## config.mk

```make
export PLATFORM = sky130hd
export DESIGN_NAME = scpc_top
export DESIGN_NICKNAME = d
export VERILOG_FILES = /design/src/hdl/scpc_pkg.sv /design/src/hdl/scpc_sync2.sv /design/src/hdl/scpc_top.sv
export SDC_FILE = /design/constraint.sdc
export NUM_CORES = 1
export LEC_CHECK = 0
export BUFFER_PORTS_ARGS = -buffer_cell sky130_fd_sc_hd__buf_2
export CAP_MARGIN = 10
export CORE_MARGIN = 2
export CORE_UTILIZATION = 60
export DETAILED_ROUTE_END_ITERATION = 7
export PLACE_DENSITY = 0.78
export RECOVER_POWER = 100
export SYNTH_ARGS = -nofsm -noshare
export SYNTH_HDL_FRONTEND = slang
export SYNTH_HIERARCHICAL = 1
export SYNTH_SLANG_ARGS = --single-unit
export TNS_END_PERCENT = 5
```

## constraint.sdc

```tcl
create_clock -name CORE_CLK -period 4.5 [get_ports CORE_CLK]
set_input_delay 0.675 -clock CORE_CLK [delete_from_list [all_inputs] [get_ports CORE_CLK]]
set_output_delay 0.675 -clock CORE_CLK [all_outputs]
set_load 0.02 [all_outputs]
```

## src/hdl/scpc_pkg.sv

```systemverilog
/*
 * package for the sync and clock pin control block: register offsets,
 * field positions, reset values, timing counts and carrier structs.
 * assumes a single 25 mhz core clock and a plain register port.
 */
package scpc_pkg;
    // register offsets (byte addresses on the plain port)
    localparam logic [7:0] ADDR_CLK_CTRL    = 8'h03;
    localparam logic [7:0] ADDR_HS_POL      = 8'h12;
    localparam logic [7:0] ADDR_VS_CTRL     = 8'h14;
    localparam logic [7:0] ADDR_VS_WIDTH    = 8'h15;
    localparam logic [7:0] ADDR_HOLD_CTRL   = 8'h18;
    localparam logic [7:0] ADDR_HS_OUT_CTRL = 8'h19;
    localparam logic [7:0] ADDR_PWR_CTRL    = 8'h1e;
    localparam logic [7:0] ADDR_STATUS      = 8'h1f;
    // field positions
    localparam int EXT_CLK_SEL_BIT   = 2;
    localparam int HS_POL_LO         = 4;
    localparam int VS_PROG_WIDTH_BIT = 1;
    localparam int VS_INVERT_BIT     = 2;
    localparam int VS_SEPARATE_BIT   = 3;
    localparam int HOLD_POL_LO       = 6;
    localparam int PD_POL_BIT        = 2;
    localparam int PD_MANUAL_BIT     = 4;
    localparam int HS_OUT_POL_BIT    = 7;
    // reset values
    localparam logic [7:0] RST_CLK_CTRL    = 8'h00;
    localparam logic [7:0] RST_HS_POL      = 8'h00;
    localparam logic [7:0] RST_VS_CTRL     = 8'h00;
    localparam logic [7:0] RST_VS_WIDTH    = 8'h0a;
    localparam logic [7:0] RST_HOLD_CTRL   = 8'h40; // hold polarity field = 1
    localparam logic [7:0] RST_HS_OUT_CTRL = 8'h20;
    localparam logic [7:0] RST_PWR_CTRL    = 8'h04; // active-high pin
    // polarity field codes (2 bits: 0x = auto, 10 = low, 11 = high)
    localparam logic [1:0] POL_FIXED_HIGH  = 2'h3;
    // timing: address strap sampled after release of reset
    localparam int STRAP_SETTLE_NS = 1000;
    localparam int CLK_PERIOD_NS   = 40;
    localparam int STRAP_SETTLE_CYC = (STRAP_SETTLE_NS + CLK_PERIOD_NS - 1) / CLK_PERIOD_NS;

    // synchronised pin inputs
    typedef struct packed {
        logic hsync;
        logic vsync;
        logic csync;
        logic hold;
        logic pdn;
        logic strap;
    } scpc_pins_t;

    // register port request
    typedef struct packed {
        logic [7:0] addr;
        logic [7:0] wdata;
        logic       wr;
        logic       rd;
    } scpc_req_t;
endpackage

```

## src/hdl/scpc_sync2.sv

```systemverilog
/*
 * two flip-flop synchroniser bank for pin inputs.
 * assumes every input bit is asynchronous to the clock.
 */
`timescale 1ns/1ps
`default_nettype none
module scpc_sync2 #(
    parameter int WIDTH = 6
) (
    input  wire logic             clk,
    input  wire logic             rst,
    input  wire logic [WIDTH-1:0] d,
    output var  logic [WIDTH-1:0] q
);
    logic [WIDTH-1:0] stage1;

    // first stage feeds only the second
    always_ff @(posedge clk or posedge rst) begin
        if (rst) begin
            stage1 <= '0;
            q      <= '0;
        end else begin
            stage1 <= d;
            q      <= stage1;
        end
    end
endmodule
`default_nettype wire

```

## src/hdl/scpc_top.sv

```systemverilog
/*
 * sync and clock pin control: clock source select, clock hold, manual
 * power-down, regenerated hsync out, vsync out, address strap sampling.
 * assumes pins are asynchronous and pass the synchroniser, and a plain
 * register port with read data one cycle after the read strobe.
 */
// Notes on behaviour
// - external clock selected only when bit set
// - external clock and hold independent
// - hold freezes generator frequency and phase
// - hold sense automatic or from field
// - hold polarity resets to one
// - power-down pin honoured only in manual
// - power-down pin polarity from control bit
// - hsync output regenerated, clock aligned
// - hsync output polarity and width programmable
// - hsync output aligned with data clock
// - vsync output separated or passed through
// - vsync output polarity from control bit
// - vsync width from source or programmed
// - strap pin is address lsb
// - strap sampled once at power-up
// - vsync output released until strap sampled
// - generator locks to hsync leading edge
`timescale 1ns/1ps
`default_nettype none
module scpc_top
    import scpc_pkg::*;
#(
    parameter int VS_CNT_W = 8
) (
    input  wire logic              CORE_CLK,
    input  wire logic              RST,
    input  wire logic [7:0]        ADDR,
    input  wire logic [7:0]        WDATA,
    input  wire logic              WR,
    input  wire logic              RD,
    output var  logic [7:0]        RDATA,
    input  wire logic              HSYNC_IN,
    input  wire logic              VSYNC_IN,
    input  wire logic              CSYNC_IN,
    input  wire logic              HOLD_EXT_CLK_PIN,
    input  wire logic              POWER_DOWN_PIN,
    input  wire logic              ADDRESS_LSB_STRAP_IN,
    output var  logic              EXTERNAL_SAMPLE_CLOCK_IN_SEL,
    output var  logic              GEN_HOLD,
    output var  logic              GEN_LOCK_PULSE,
    output var  logic              POWER_DOWN,
    output var  logic              REGENERATED_HSYNC_OUT,
    output var  logic              DATA_CLOCK_OUTPUT,
    output var  logic              VERTICAL_SYNC_OUT,
    output var  logic              VERTICAL_SYNC_OUT_OE_N,
    output var  logic              ADDRESS_LSB_STRAP
);
    import scpc_pkg::*;

    typedef enum logic [2:0] {
        ST_SETTLE = 3'b001,
        ST_SAMPLE = 3'b010,
        ST_DRIVE  = 3'b100
    } scpc_pin_state_t;

    scpc_pins_t      pins;
    scpc_req_t       req;
    scpc_pin_state_t state;
    scpc_pin_state_t next_state;
    logic [7:0] clk_ctrl, hs_pol, vs_ctrl, vs_width, hold_ctrl, hs_out_ctrl, pwr_ctrl;
    logic [7:0] settle_cnt;
    logic [7:0] hs_cnt;
    logic [VS_CNT_W-1:0] vs_cnt;
    logic       hs_prev, vs_prev, data_clk;
    logic [11:0] hs_bal, hold_bal;
    logic       hs_auto_pol, hold_auto_pol;

    // pin synchronisers
    scpc_sync2 #(.WIDTH(6)) u_sync (
        .clk (CORE_CLK),
        .rst (RST),
        .d   ({HSYNC_IN, VSYNC_IN, CSYNC_IN, HOLD_EXT_CLK_PIN, POWER_DOWN_PIN, ADDRESS_LSB_STRAP_IN}),
        .q   (pins)
    );

    assign req = '{addr: ADDR, wdata: WDATA, wr: WR, rd: RD};

    // polarity and edge decode
    wire       hs_pol_man   = hs_pol[HS_POL_LO+1];
    wire       hs_pol_eff   = hs_pol_man ? hs_pol[HS_POL_LO] : hs_auto_pol;
    wire       hs_rise      = pins.hsync & ~hs_prev;
    wire       hs_fall      = ~pins.hsync & hs_prev;
    wire       hs_lead      = hs_pol_eff ? hs_rise : hs_fall;
    wire       hold_pol_man = hold_ctrl[HOLD_POL_LO+1];
    wire       hold_pol_eff = hold_pol_man ? hold_ctrl[HOLD_POL_LO] : hold_auto_pol;
    wire       hold_active  = (pins.hold == hold_pol_eff);
    wire       pd_active    = (pins.pdn == pwr_ctrl[PD_POL_BIT]);
    wire       vs_src       = vs_ctrl[VS_SEPARATE_BIT] ? pins.csync : pins.vsync;
    wire       vs_lead      = vs_src & ~vs_prev;
    wire       vs_prog      = vs_ctrl[VS_PROG_WIDTH_BIT];
    wire       vs_level     = vs_prog ? (vs_cnt != '0) : vs_src;
    wire [6:0] hs_width     = hs_out_ctrl[6:0];
    wire       hs_level     = (hs_cnt != 8'h00);

    // register read mux
    logic [7:0] rd_mux;
    always_comb begin
        case (req.addr)
            ADDR_CLK_CTRL:    rd_mux = clk_ctrl;
            ADDR_HS_POL:      rd_mux = hs_pol;
            ADDR_VS_CTRL:     rd_mux = vs_ctrl;
            ADDR_VS_WIDTH:    rd_mux = vs_width;
            ADDR_HOLD_CTRL:   rd_mux = hold_ctrl;
            ADDR_HS_OUT_CTRL: rd_mux = hs_out_ctrl;
            ADDR_PWR_CTRL:    rd_mux = pwr_ctrl;
            ADDR_STATUS:      rd_mux = {3'h0, ADDRESS_LSB_STRAP, hold_active, pd_active,
                                        hold_auto_pol, hs_auto_pol};
            default:          rd_mux = 8'h00;
        endcase
    end

    // register writes
    always_ff @(posedge CORE_CLK or posedge RST) begin
        if (RST) begin
            clk_ctrl    <= RST_CLK_CTRL;
            hs_pol      <= RST_HS_POL;
            vs_ctrl     <= RST_VS_CTRL;
            vs_width    <= RST_VS_WIDTH;
            hold_ctrl   <= RST_HOLD_CTRL;
            hs_out_ctrl <= RST_HS_OUT_CTRL;
            pwr_ctrl    <= RST_PWR_CTRL;
        end else if (req.wr) begin
            case (req.addr)
                ADDR_CLK_CTRL:    clk_ctrl    <= req.wdata;
                ADDR_HS_POL:      hs_pol      <= req.wdata;
                ADDR_VS_CTRL:     vs_ctrl     <= req.wdata;
                ADDR_VS_WIDTH:    vs_width    <= req.wdata;
                ADDR_HOLD_CTRL:   hold_ctrl   <= req.wdata;
                ADDR_HS_OUT_CTRL: hs_out_ctrl <= req.wdata;
                ADDR_PWR_CTRL:    pwr_ctrl    <= req.wdata;
                default:          clk_ctrl    <= clk_ctrl;
            endcase
        end
    end

    // read data one cycle after the strobe, zero otherwise
    always_ff @(posedge CORE_CLK or posedge RST) begin
        if (RST) RDATA <= 8'h00;
        else     RDATA <= req.rd ? rd_mux : 8'h00;
    end

    // automatic polarity: a saturating balance counter per pin leans toward
    // the level that is idle most of the time, and the active sense is the
    // other one; a lone pulse flips it only when it carries the count across bit 11, as near the reset midpoint
    wire       hs_bal_up    = pins.hsync & (hs_bal != 12'hfff);
    wire       hs_bal_dn    = ~pins.hsync & (hs_bal != 12'h000);
    wire       hold_bal_up  = pins.hold & (hold_bal != 12'hfff);
    wire       hold_bal_dn  = ~pins.hold & (hold_bal != 12'h000);
    assign hs_auto_pol   = ~hs_bal[11];
    assign hold_auto_pol = ~hold_bal[11];

    always_ff @(posedge CORE_CLK or posedge RST) begin
        if (RST) begin
            hs_prev  <= 1'b0;
            vs_prev  <= 1'b0;
            hs_bal   <= 12'h7ff;                                          // midpoint, reads active high
            hold_bal <= 12'h7ff;
        end else begin
            hs_prev <= pins.hsync;
            vs_prev <= vs_src;
            if (hs_bal_up)        hs_bal <= hs_bal + 12'h001;
            else if (hs_bal_dn)   hs_bal <= hs_bal - 12'h001;
            if (hold_bal_up)      hold_bal <= hold_bal + 12'h001;
            else if (hold_bal_dn) hold_bal <= hold_bal - 12'h001;
        end
    end

    // clock source select from its own bit, generator control with the lock pulse gated by hold
    always_ff @(posedge CORE_CLK or posedge RST) begin
        if (RST) begin
            EXTERNAL_SAMPLE_CLOCK_IN_SEL <= 1'b0;
            GEN_HOLD                     <= 1'b0;
            GEN_LOCK_PULSE               <= 1'b0;
            POWER_DOWN                   <= 1'b0;
        end else begin
            EXTERNAL_SAMPLE_CLOCK_IN_SEL <= clk_ctrl[EXT_CLK_SEL_BIT];
            GEN_HOLD                     <= hold_active;
            GEN_LOCK_PULSE               <= hs_lead & ~hold_active;
            POWER_DOWN                   <= pwr_ctrl[PD_MANUAL_BIT] & pd_active;
        end
    end

    // data clock and regenerated hsync share one pipeline stage
    always_ff @(posedge CORE_CLK or posedge RST) begin
        if (RST) begin
            data_clk              <= 1'b0;
            hs_cnt                <= 8'h00;
            DATA_CLOCK_OUTPUT     <= 1'b0;
            REGENERATED_HSYNC_OUT <= 1'b0;
        end else begin
            data_clk <= ~data_clk;
            if (hs_lead)        hs_cnt <= {1'b0, hs_width};
            else if (hs_level)  hs_cnt <= hs_cnt - 8'h01;
            DATA_CLOCK_OUTPUT     <= data_clk;
            REGENERATED_HSYNC_OUT <= hs_level ^ ~hs_out_ctrl[HS_OUT_POL_BIT];
        end
    end

    // vsync output width counter and polarity
    always_ff @(posedge CORE_CLK or posedge RST) begin
        if (RST) begin
            vs_cnt            <= '0;
            VERTICAL_SYNC_OUT <= 1'b0;
        end else begin
            if (vs_lead)           vs_cnt <= VS_CNT_W'(vs_width);
            else if (vs_cnt != '0) vs_cnt <= vs_cnt - 1'b1;
            VERTICAL_SYNC_OUT <= vs_level ^ vs_ctrl[VS_INVERT_BIT];
        end
    end

    // strap sequencer: release the shared pin, settle, sample, then drive
    always_comb begin
        case (state)
            ST_SETTLE: next_state = (settle_cnt == 8'(STRAP_SETTLE_CYC)) ? ST_SAMPLE : ST_SETTLE;
            ST_SAMPLE: next_state = ST_DRIVE;
            ST_DRIVE:  next_state = ST_DRIVE;
            default:   next_state = ST_SETTLE;
        endcase
    end

    always_ff @(posedge CORE_CLK or posedge RST) begin
        if (RST) begin
            state                  <= ST_SETTLE;
            settle_cnt             <= 8'h00;
            ADDRESS_LSB_STRAP      <= 1'b0;
            VERTICAL_SYNC_OUT_OE_N <= 1'b1;
        end else begin
            state <= next_state;
            if (state == ST_SETTLE) settle_cnt <= settle_cnt + 8'h01;
            if (state == ST_SAMPLE) ADDRESS_LSB_STRAP <= pins.strap;
            VERTICAL_SYNC_OUT_OE_N <= (next_state != ST_DRIVE);
        end
    end
endmodule
`default_nettype wire

```

Yosys cells after proc, flatten, opt, wreduce, memory -nomap -nowiden
Index checks and enable logic that the tools add are counted.

storage, ports and cells
  bits in registers = 139
  bits in latches = 0
  bits in writable memories = 0
  ROM bits = 0
  input port bits = 26
  output and inout port bits = 17
  logic and storage cells = 105
  memories = 0

cells by class
  add/subtract/negate cells = 7
  multipliers = 0
  div/mod/pow operators = 0
  magnitude comparators = 0
  equal/unequal tests = 17
  shift operators = 0
  multiplexer cells = 17
  bitwise logic cells = 20
  reductions and logical operators = 16

operators by type and width
  kind                     number
  $eq A8 B5 Y1 const B     8
  $pmux W8 S8              1
  $mux W12                 4
  $mux W8                  5
  $add A12 B1 Y12 const B  2
  $ne A12 B12 Y1 const B   2
  $reduce_bool A12 Y1      2
  $sub A12 B1 Y12 const B  2
  $reduce_bool A8 Y1       2
  $sub A8 B1 Y8 const B    2
  $reduce_and A2 Y1        7
  $and A1 B1 Y1            9
  $not A1 Y1               9
  $add A8 B1 Y8 const B    1
  $eq A8 B2 Y1 const B     1
  $reduce_bool A2 Y1       4
  $pmux W3 S2              1
  $mux W1                  5
  $eq A3 B1 Y1 const B     1
  $eq A3 B2 Y1 const B     1
  $eq A3 B3 Y1 const B     1
  $ne A3 B3 Y1 const B     1
  $eq A1 B1 Y1             2
  $mux W2                  1
  other kinds (2)          3

Longest topological paths before layout
Gate-level depths: netlist of run 1.

  depth in word-level cells = 5
  gate-level depth with buffers = 10
  gate-level depth less buffers = 10

Modules after synthesis
Netlist of run 1, hierarchy kept.

modules (own cells, without submodules)
  module      times used  cells each  area each (um^2)  sequential area each (um^2)
  scpc_top    1           555         6543.8            3214.3
  scpc_sync2  1           13          304.0             300.3

Worst setup path after synthesis of run 1
Ideal clock, no wire load.

  path type = register to register
  from = reg hold_bal[0]
  to = reg hold_bal[10]
  library setup time = 0.091 ns
  data arrival time = 2.628 ns
  required time = 4.409 ns
  slack = 1.781 ns
  cell stages (with the launch flop) = 11
  path buffers = 0
  period minus slack after synthesis = 2.719 ns
  path through = dfstp_2 > nand4_1 > o31a_1 > inv_1 > ha_1 > a211oi_1 > o211ai_1 > a31o_2 > a21oi_1 > xor2_1 > o21ai_0

on the way
  word-level cells in the longest chain between the ends = 3
  elaborated cells on any way between the ends = 9
  those cells by class = add/sub (2); eq/ne (1); mux (2); bitwise (2); reduce/logical (2)

ends and longest elaborated chain
  item                                            line             source
  start: declaration                              scpc_top.sv:72   logic [11:0] hs_bal, hold_bal;
  start signal: assignment                        scpc_top.sv:170  if (hold_bal_up) hold_bal <= hold_bal + 12'h001;
  start signal: assignment                        scpc_top.sv:171  else if (hold_bal_dn) hold_bal <= hold_bal - 12'h001;
  $sub A12 B1 Y12 (tied with other cells)         scpc_top.sv:171
  $mux W12 (tied with other cells)                scpc_top.sv:171
  $mux W12 or $reduce_bool A2 Y1 (tied branches)  n/a

Several ways; a longest one is shown, not always the timed one. The select of a mux whose other input is x is not followed.
A chain may end at the register's enable or synchronous reset.

Worst setup path after layout of run 1
  from = in ADDR[5]
  to = reg pwr_ctrl[4]

on the way
  word-level cells in the longest chain between the ends = 2

ends and longest elaborated chain
  item                                line             source
  start: declaration                  scpc_top.sv:34   input wire logic [7:0] ADDR,
  $eq A8 B5 Y1                        scpc_top.sv:130  case (req.addr)
  $reduce_and A2 Y1 (no source line)  n/a
  end signal: assignment              scpc_top.sv:137  ADDR_PWR_CTRL: pwr_ctrl <= req.wdata;
  end: declaration                    scpc_top.sv:67   logic [7:0] clk_ctrl, hs_pol, vs_ctrl, vs_width, hold_ctrl, hs_out_ctrl, pwr_ctrl;

No other way between the ends.

==> results of run 1 <==
[power by group]
| group | leakage [nW] | switching, mW | internal, mW | total [mW] |
|---|---|---|---|---|
| sequential | 1.74 | 0.213 | 1.55 | 1.76 |
| clock | 0.310 | 0.490 | 0.975 | 1.46 |
| combinational | 1.42 | 0.699 | 0.565 | 1.26 |
[per-stage QoR]
step / worst slack, ns / hold WS, ns
final: 0.799 / 0.315
after global placement: 1.57 / 0.332
after detailed placement: 1.49 / 0.339
after floorplan: 0.489 / 0.331
after CTS: 1.46 / 0.339
after global routing: 0.620 / 0.347
[kinds of logic (layout without fill, tap and decap cells)]
| group | after synthesis | after routing |
|---|---|---|
| buffers and inverters | 24 | 93 |
| adders and majority gates | 28 | 28 |
| muxes | 64 | 64 |
| AOI/OAI and AO/OA | 133 | 133 |
| DFF | 139 | 139 |
| xor gates and xnor gates | 45 | 45 |
| and+or+nand+nor | 135 | 135 |
[final cells by class]
class / count / area share
Multi-Input combinational cell: 405 / 0.402
Sequential cell: 139 / 0.457
Clock buffer: 27 / 0.0694
Timing Repair Buffer: 45 / 0.0265
Clock inverter: 5 / 0.0134
Tap cell: 143 / 0.0233
Inverter: 16 / 0.00798
[synthesized netlist by cell type (all sizes together) (2+ instances only)]
| cell type | n |
|---|---|
| a211oi | 4 |
| a21o | 6 |
| a21oi | 22 |
| a221oi | 4 |
| a222oi | 4 |
| a22o | 5 |
| a22oi | 15 |
| a31o | 2 |
| a31oi | 15 |
| and2 | 3 |
| and3 | 5 |
| buf | 5 |
| clkbuf | 3 |
| dfrtp | 110 |
| dfstp | 29 |
| fa | 2 |
| ha | 26 |
| inv | 16 |
| mux2 | 60 |
| mux2i | 4 |
| nand2 | 40 |
| nand2b | 7 |
| nand3 | 5 |
| nand4 | 10 |
| nand4b | 2 |
| nor2 | 34 |
| nor2b | 4 |
| nor3 | 4 |
| nor4 | 11 |
| nor4b | 2 |
| o2111ai | 2 |
| o211ai | 5 |
| o21ai | 37 |
| o21bai | 2 |
| o22ai | 4 |
| o31a | 2 |
| o31ai | 4 |
| or3 | 3 |
| xnor2 | 26 |
| xor2 | 19 |
[critical path: stages]
cell and delay, ns:
buf_2 0.10, nor3_1 1.48, nand4b_4 0.19, nor2_1 0.65
nand2_1 0.48, mux2_2 0.41
[path summary, 6_finish.rpt]
kind | to | slack, ns | cells after the start
max in group asynchronous | hs_out_ctrl[0] | 1.81 | 3
min in group CORE_CLK | u_sync/q[3] | 0.35 | 0
setup reg to reg | hold_bal[11] | 1.33 | 10
hold / removal | u_sync/q[0] | 0.31 | 2
hold reg to reg | u_sync/q[3] | 0.35 | 0
setup / recovery | pwr_ctrl[4] | 0.80 | 6
[per-layer routing]
| metal | share of wire | track usage |
|---|---|---|
| met5 | 0 | 0 |
| met3 | 0.048 | 0.0612 |
| met1 | 0.41 | 0.308 |
| met2 | 0.52 | 0.439 |
| met4 | 0.018 | 0.0967 |
==> flow_metrics.py, run 1 <==
metrics = {
    "run_status": {
        "outcome": "finished with violations",
        "violations": "max-capacitance violations, max-slew violations",
    },
    "cells_and_area": {
        "final_net_count": 678,
        "fillers": 822,
        "multi_input_area_um2": 3090,
        "final_cells": 780,
        "final_area_um2": 7680,
        "final_util": 0.682,
        "final-seq-area_um2": 3510,
        "reg_top3": "hold_bal x12, hs_bal x12",
        "area_growth_pct": 12.2,
        "mostFrequentLayoutCells": "dfrtp_1 (110), mux2_2 (47), nand2_1 (39)",
        "drive_gt1_frac": 0.226,
        "mostFrequentLayoutCell": "dfrtp_1",
        "n_antenna_cell": 0,
    },
    "synth": {
        "synth-simple-area-share": 0.124,
        "synth.net_count": 622,
        "syn_inst": 568,
        "synthMuxAreaShare": 0.109,
        "synth_xor_area_frac": 0.0576,
        "synth_cell_types": 61,
        "yosys.area.top_type": "dfrtp_1",
        "synth_compound_area_frac": 0.126,
        "yosys.area.top_type_share": 0.402,
        "syn_area_um2": 6850,
        "ys_seq_area_frac": 0.513,
        "ys.flop_type": "dfrtp_1",
        "ys_ff_latch": 139,
        "synth_edf_count": 0,
        "synth-async-reset-ratio": 1.00,
        "yosysWarnings": 6,
        "yosys.area_share.adder": 0.0534,
        "synth.area.top_cells": "dfrtp_1 (40%), dfstp_2 (11%), mux2_2 (7.9%)",
        "synth_top_family_by_area": "compound AO/OA/AOI/OAI gates",
        "syn_avg_cell_area_um2": 12.1,
    },
    "min_path": {
        "hold_path.class": "primary input to async pin",
    },
    "critical_path": {
        "r2r_start": "hold_bal[0]",
        "crit_start": "ADDR[5]",
        "cp-end-kind": "flop",
        "cp_data_required_time_ns": 4.79,
        "cp.arrival_ns": 3.99,
        "cp-start-kind": "primary input",
        "crit_path_max_fanout": 11,
        "path_class": "primary input to flop",
    },
    "route": {
        "dr.pass1.iters": 6,
        "drt-wirelength-per-cell_um": 18.7,
        "ant_nets": 0,
        "route.detailed.drc": 0,
        "wirelength_um": 14600,
        "vias_per_cell": 5.99,
        "drt_first_iter_violations": 308,
        "vias": 4674,
    },
    "clock_network": {
        "worstSkewPairLatency_ns": 0.41,
        "clk_path_buf_depth": 2,
        "root_buffer": "clkbuf_16",
        "numCtsBuffers": 17,
        "cts_setup_buffers": 0,
        "post_cts_resized": 0,
        "clkTransAtPathRegs_ns": 0.05,
        "cts_sinks": 139,
        "hold_buffers": 0,
        "cts_tree": "built",
        "htreeDepth": 4,
    },
    "timing": {
        "final_max_slew_viol_count": 67,
        "rsz0062_at_grt": "false",
        "setup_viol": 0,
        "worst_pin_slew_ns": 2.34,
        "maxSlewHeadroom": -0.570,
        "fin_tns_setup_ns": 0,
        "fmax_mhz": 270,
        "finalHoldViolations": 0,
        "timing.final.crit_share": 0.822,
        "skew_ns": 0.00439,
        "period_minus_slack_ns": 3.70,
    },
    "die": {
        "start_util": 0.608,
        "fp.dieH_um": 111,
        "dieArea_um2": 12300,
        "rows": 39,
        "core_area_um2": 11300,
        "io_pins": 43,
        "dieWidth_um": 111,
    },
    "placed_design": {
        "gp_congestion": 0.875,
        "io_buffers": 42,
        "dpl.hpwl_um": 10100,
        "dpl.cell_count": 748,
        "post_dp_cell_area_um2": 7210,
    },
    "global_route": {
        "grt-ovfl-total": 0,
        "grt_antenna_before_repair": 0,
        "grt_pass1_wl_um": 24800,
        "grtUsageTotal": 0.254,
        "grt_max_degree": 55,
        "first_global_vias": 4995,
    },
    "power": {
        "finalPower_mw": 4.49,
        "leakagePower_nw": 3.47,
        "peakVddDrop_mv": 0.454,
        "p_per_area_nw_per_um2": 585,
    },
    "job": {
        "cap_viol_max_count": 2,
    },
}
No activity file was read; power rests on OpenSTA's default activity.
==> inputs of run 2 (changes only) <==
Clock period 4.5 ns to 3.5 ns, I/O delays scaled along.
==> run 2 against run 1 <==
Against the previous run:
- the flow still finishes with violations (max-capacitance violations, max-slew violations)
- via count rose by 1.2%
- clock skew fell by 0.00070 ns
- design area shrank 0.20%
- global-route usage is 0.15 points lower
- die area stayed put
- combinational power up 29%
- clock-buffer cell count shrank 2
- core utilization decreased by 0.13 points
- wire length rose by 0.23%
- sequential power up 29%
- hold slack worse by 0.14 ns
- first-iteration DRC count rose by 1.6%
- largest power group unchanged
==> flow_metrics.py, run 2 (same netlist as run 1, synthesis figures left out) <==
metrics = {
    "placed_design": {
        "dpl.hpwl_um": 9850,
        "io_buffers": 42,
        "post_dp_cell_area_um2": 7220,
        "dpl.cell_count": 747,
        "gp_congestion": 0.921,
    },
    "global_route": {
        "grtUsageTotal": 0.252,
        "grt_pass1_wl_um": 24500,
        "first_global_vias": 4919,
        "grt_antenna_before_repair": 0,
        "grt_max_degree": 128,
        "grt-ovfl-total": 0,
    },
    "clock_network": {
        "htreeDepth": 4,
        "clk_path_buf_depth": 2,
        "root_buffer": "clkbuf_16",
        "cts_tree": "built",
        "cts_sinks": 139,
        "worstSkewPairLatency_ns": 0.41,
        "cts_setup_buffers": 0,
        "post_cts_resized": 0,
        "numCtsBuffers": 17,
        "hold_buffers": 0,
        "clkTransAtPathRegs_ns": 0.06,
    },
    "timing": {
        "rsz0062_at_grt": "false",
        "worst_pin_slew_ns": 2.71,
        "timing.final.crit_share": 0.932,
        "finalHoldViolations": 0,
        "maxSlewHeadroom": -0.806,
        "skew_ns": 0.00369,
        "setup_viol": 0,
        "final_max_slew_viol_count": 140,
        "period_minus_slack_ns": 3.26,
        "fmax_mhz": 306,
        "fin_tns_setup_ns": 0,
    },
    "cells_and_area": {
        "fillers": 807,
        "n_antenna_cell": 0,
        "final-seq-area_um2": 3510,
        "multi_input_area_um2": 3130,
        "drive_gt1_frac": 0.234,
        "area_growth_pct": 12.0,
        "final_area_um2": 7670,
        "final_cells": 779,
        "final_util": 0.680,
        "mostFrequentLayoutCell": "dfrtp_1",
        "reg_top3": "hold_bal x12, hs_bal x12",
        "mostFrequentLayoutCells": "dfrtp_1 (110), mux2_2 (47), nand2_1 (37), o21ai_0 (37), nor2_1 (30)",
        "final_net_count": 677,
    },
    "route": {
        "drt-wirelength-per-cell_um": 18.7,
        "drt_first_iter_violations": 313,
        "route.detailed.drc": 0,
        "vias_per_cell": 6.07,
        "ant_nets": 0,
        "wirelength_um": 14600,
        "vias": 4732,
        "dr.pass1.iters": 4,
    },
    "critical_path": {
        "cp-start-kind": "primary input",
        "r2r_setup_slack_ns": 0.29,
        "path_class": "primary input to flop",
        "cp-endpoint": "RDATA[0]",
        "r2r_start": "hold_bal[0]",
        "cp.arrival_ns": 3.55,
        "crit_start": "ADDR[5]",
        "timing.rr.end": "hold_bal[11]",
        "cp_data_required_time_ns": 3.79,
        "r2r_cells": 10,
        "crit_path_max_fanout": 11,
        "cp-end-kind": "flop",
    },
    "die": {
        "fp.dieH_um": 111,
        "rows": 39,
        "start_util": 0.608,
        "core_area_um2": 11300,
        "dieArea_um2": 12300,
        "dieWidth_um": 111,
        "io_pins": 43,
    },
    "power": {
        "finalPower_mw": 5.65,
        "peakVddDrop_mv": 0.660,
        "p_per_area_nw_per_um2": 736,
        "leakagePower_nw": 3.46,
    },
    "job": {
        "cap_viol_max_count": 2,
    },
    "run_status": {
        "violations": "max-capacitance violations, max-slew violations",
        "outcome": "finished with violations",
    },
    "min_path": {
        "hold_path.class": "primary input to async pin",
    },
}
## run 2: area by class of cell
class                      instances  area share
clock inverter                     7      0.0117
multi-input combinational        405       0.408
clock buffer                      25      0.0646
sequential                       139       0.458
inverter                          16     0.00832
tap                              143      0.0233
timing repair buffer              44      0.0256
## run 2: metrics by stage
step | worst slack [ns] | hold WS, ns
after CTS | 0.471 | 0.174
after global routing | 0.0851 | 0.192
after floorplan | 0.781 | 0.331
after detailed placement | 0.486 | 0.336
after global placement | 0.600 | 0.333
final | 0.236 | 0.175
## run 2: report_power, final
group	internal [mW]	leakage, nW	switching, mW
sequential	2.00	1.74	0.277
combinational	0.725	1.44	0.894
clock	1.12	0.283	0.634
total	3.84	3.46	1.80
## run 2: layer usage
| metal | track usage | share of wire |
|---|---|---|
| met5 | 0 | 0 |
| met4 | 0.0975 | 0.022 |
| met3 | 0.0640 | 0.047 |
| met2 | 0.418 | 0.52 |
| met1 | 0.321 | 0.42 |
## run 2: how the worst min path moves through the flow
stage | endpoint | slack [ns] | cells after the start
CTS | u_sync/stage1[1] | 0.17 | 2
global route | u_sync/stage1[2] | 0.19 | 1
floorplan | u_sync/q[0] | 0.33 | 0
detailed placement | u_sync/q[2] | 0.34 | 0
global placement | u_sync/q[2] | 0.33 | 0
finish | u_sync/q[4] | 0.18 | 2
## run 2: worst max-delay path, stage by stage
cell and delay, ns:
buf_2 0.09, nor3_1 1.51, nand3_4 0.19, nor2_1 0.66, a222oi_1 0.20, a31oi_1 0.36
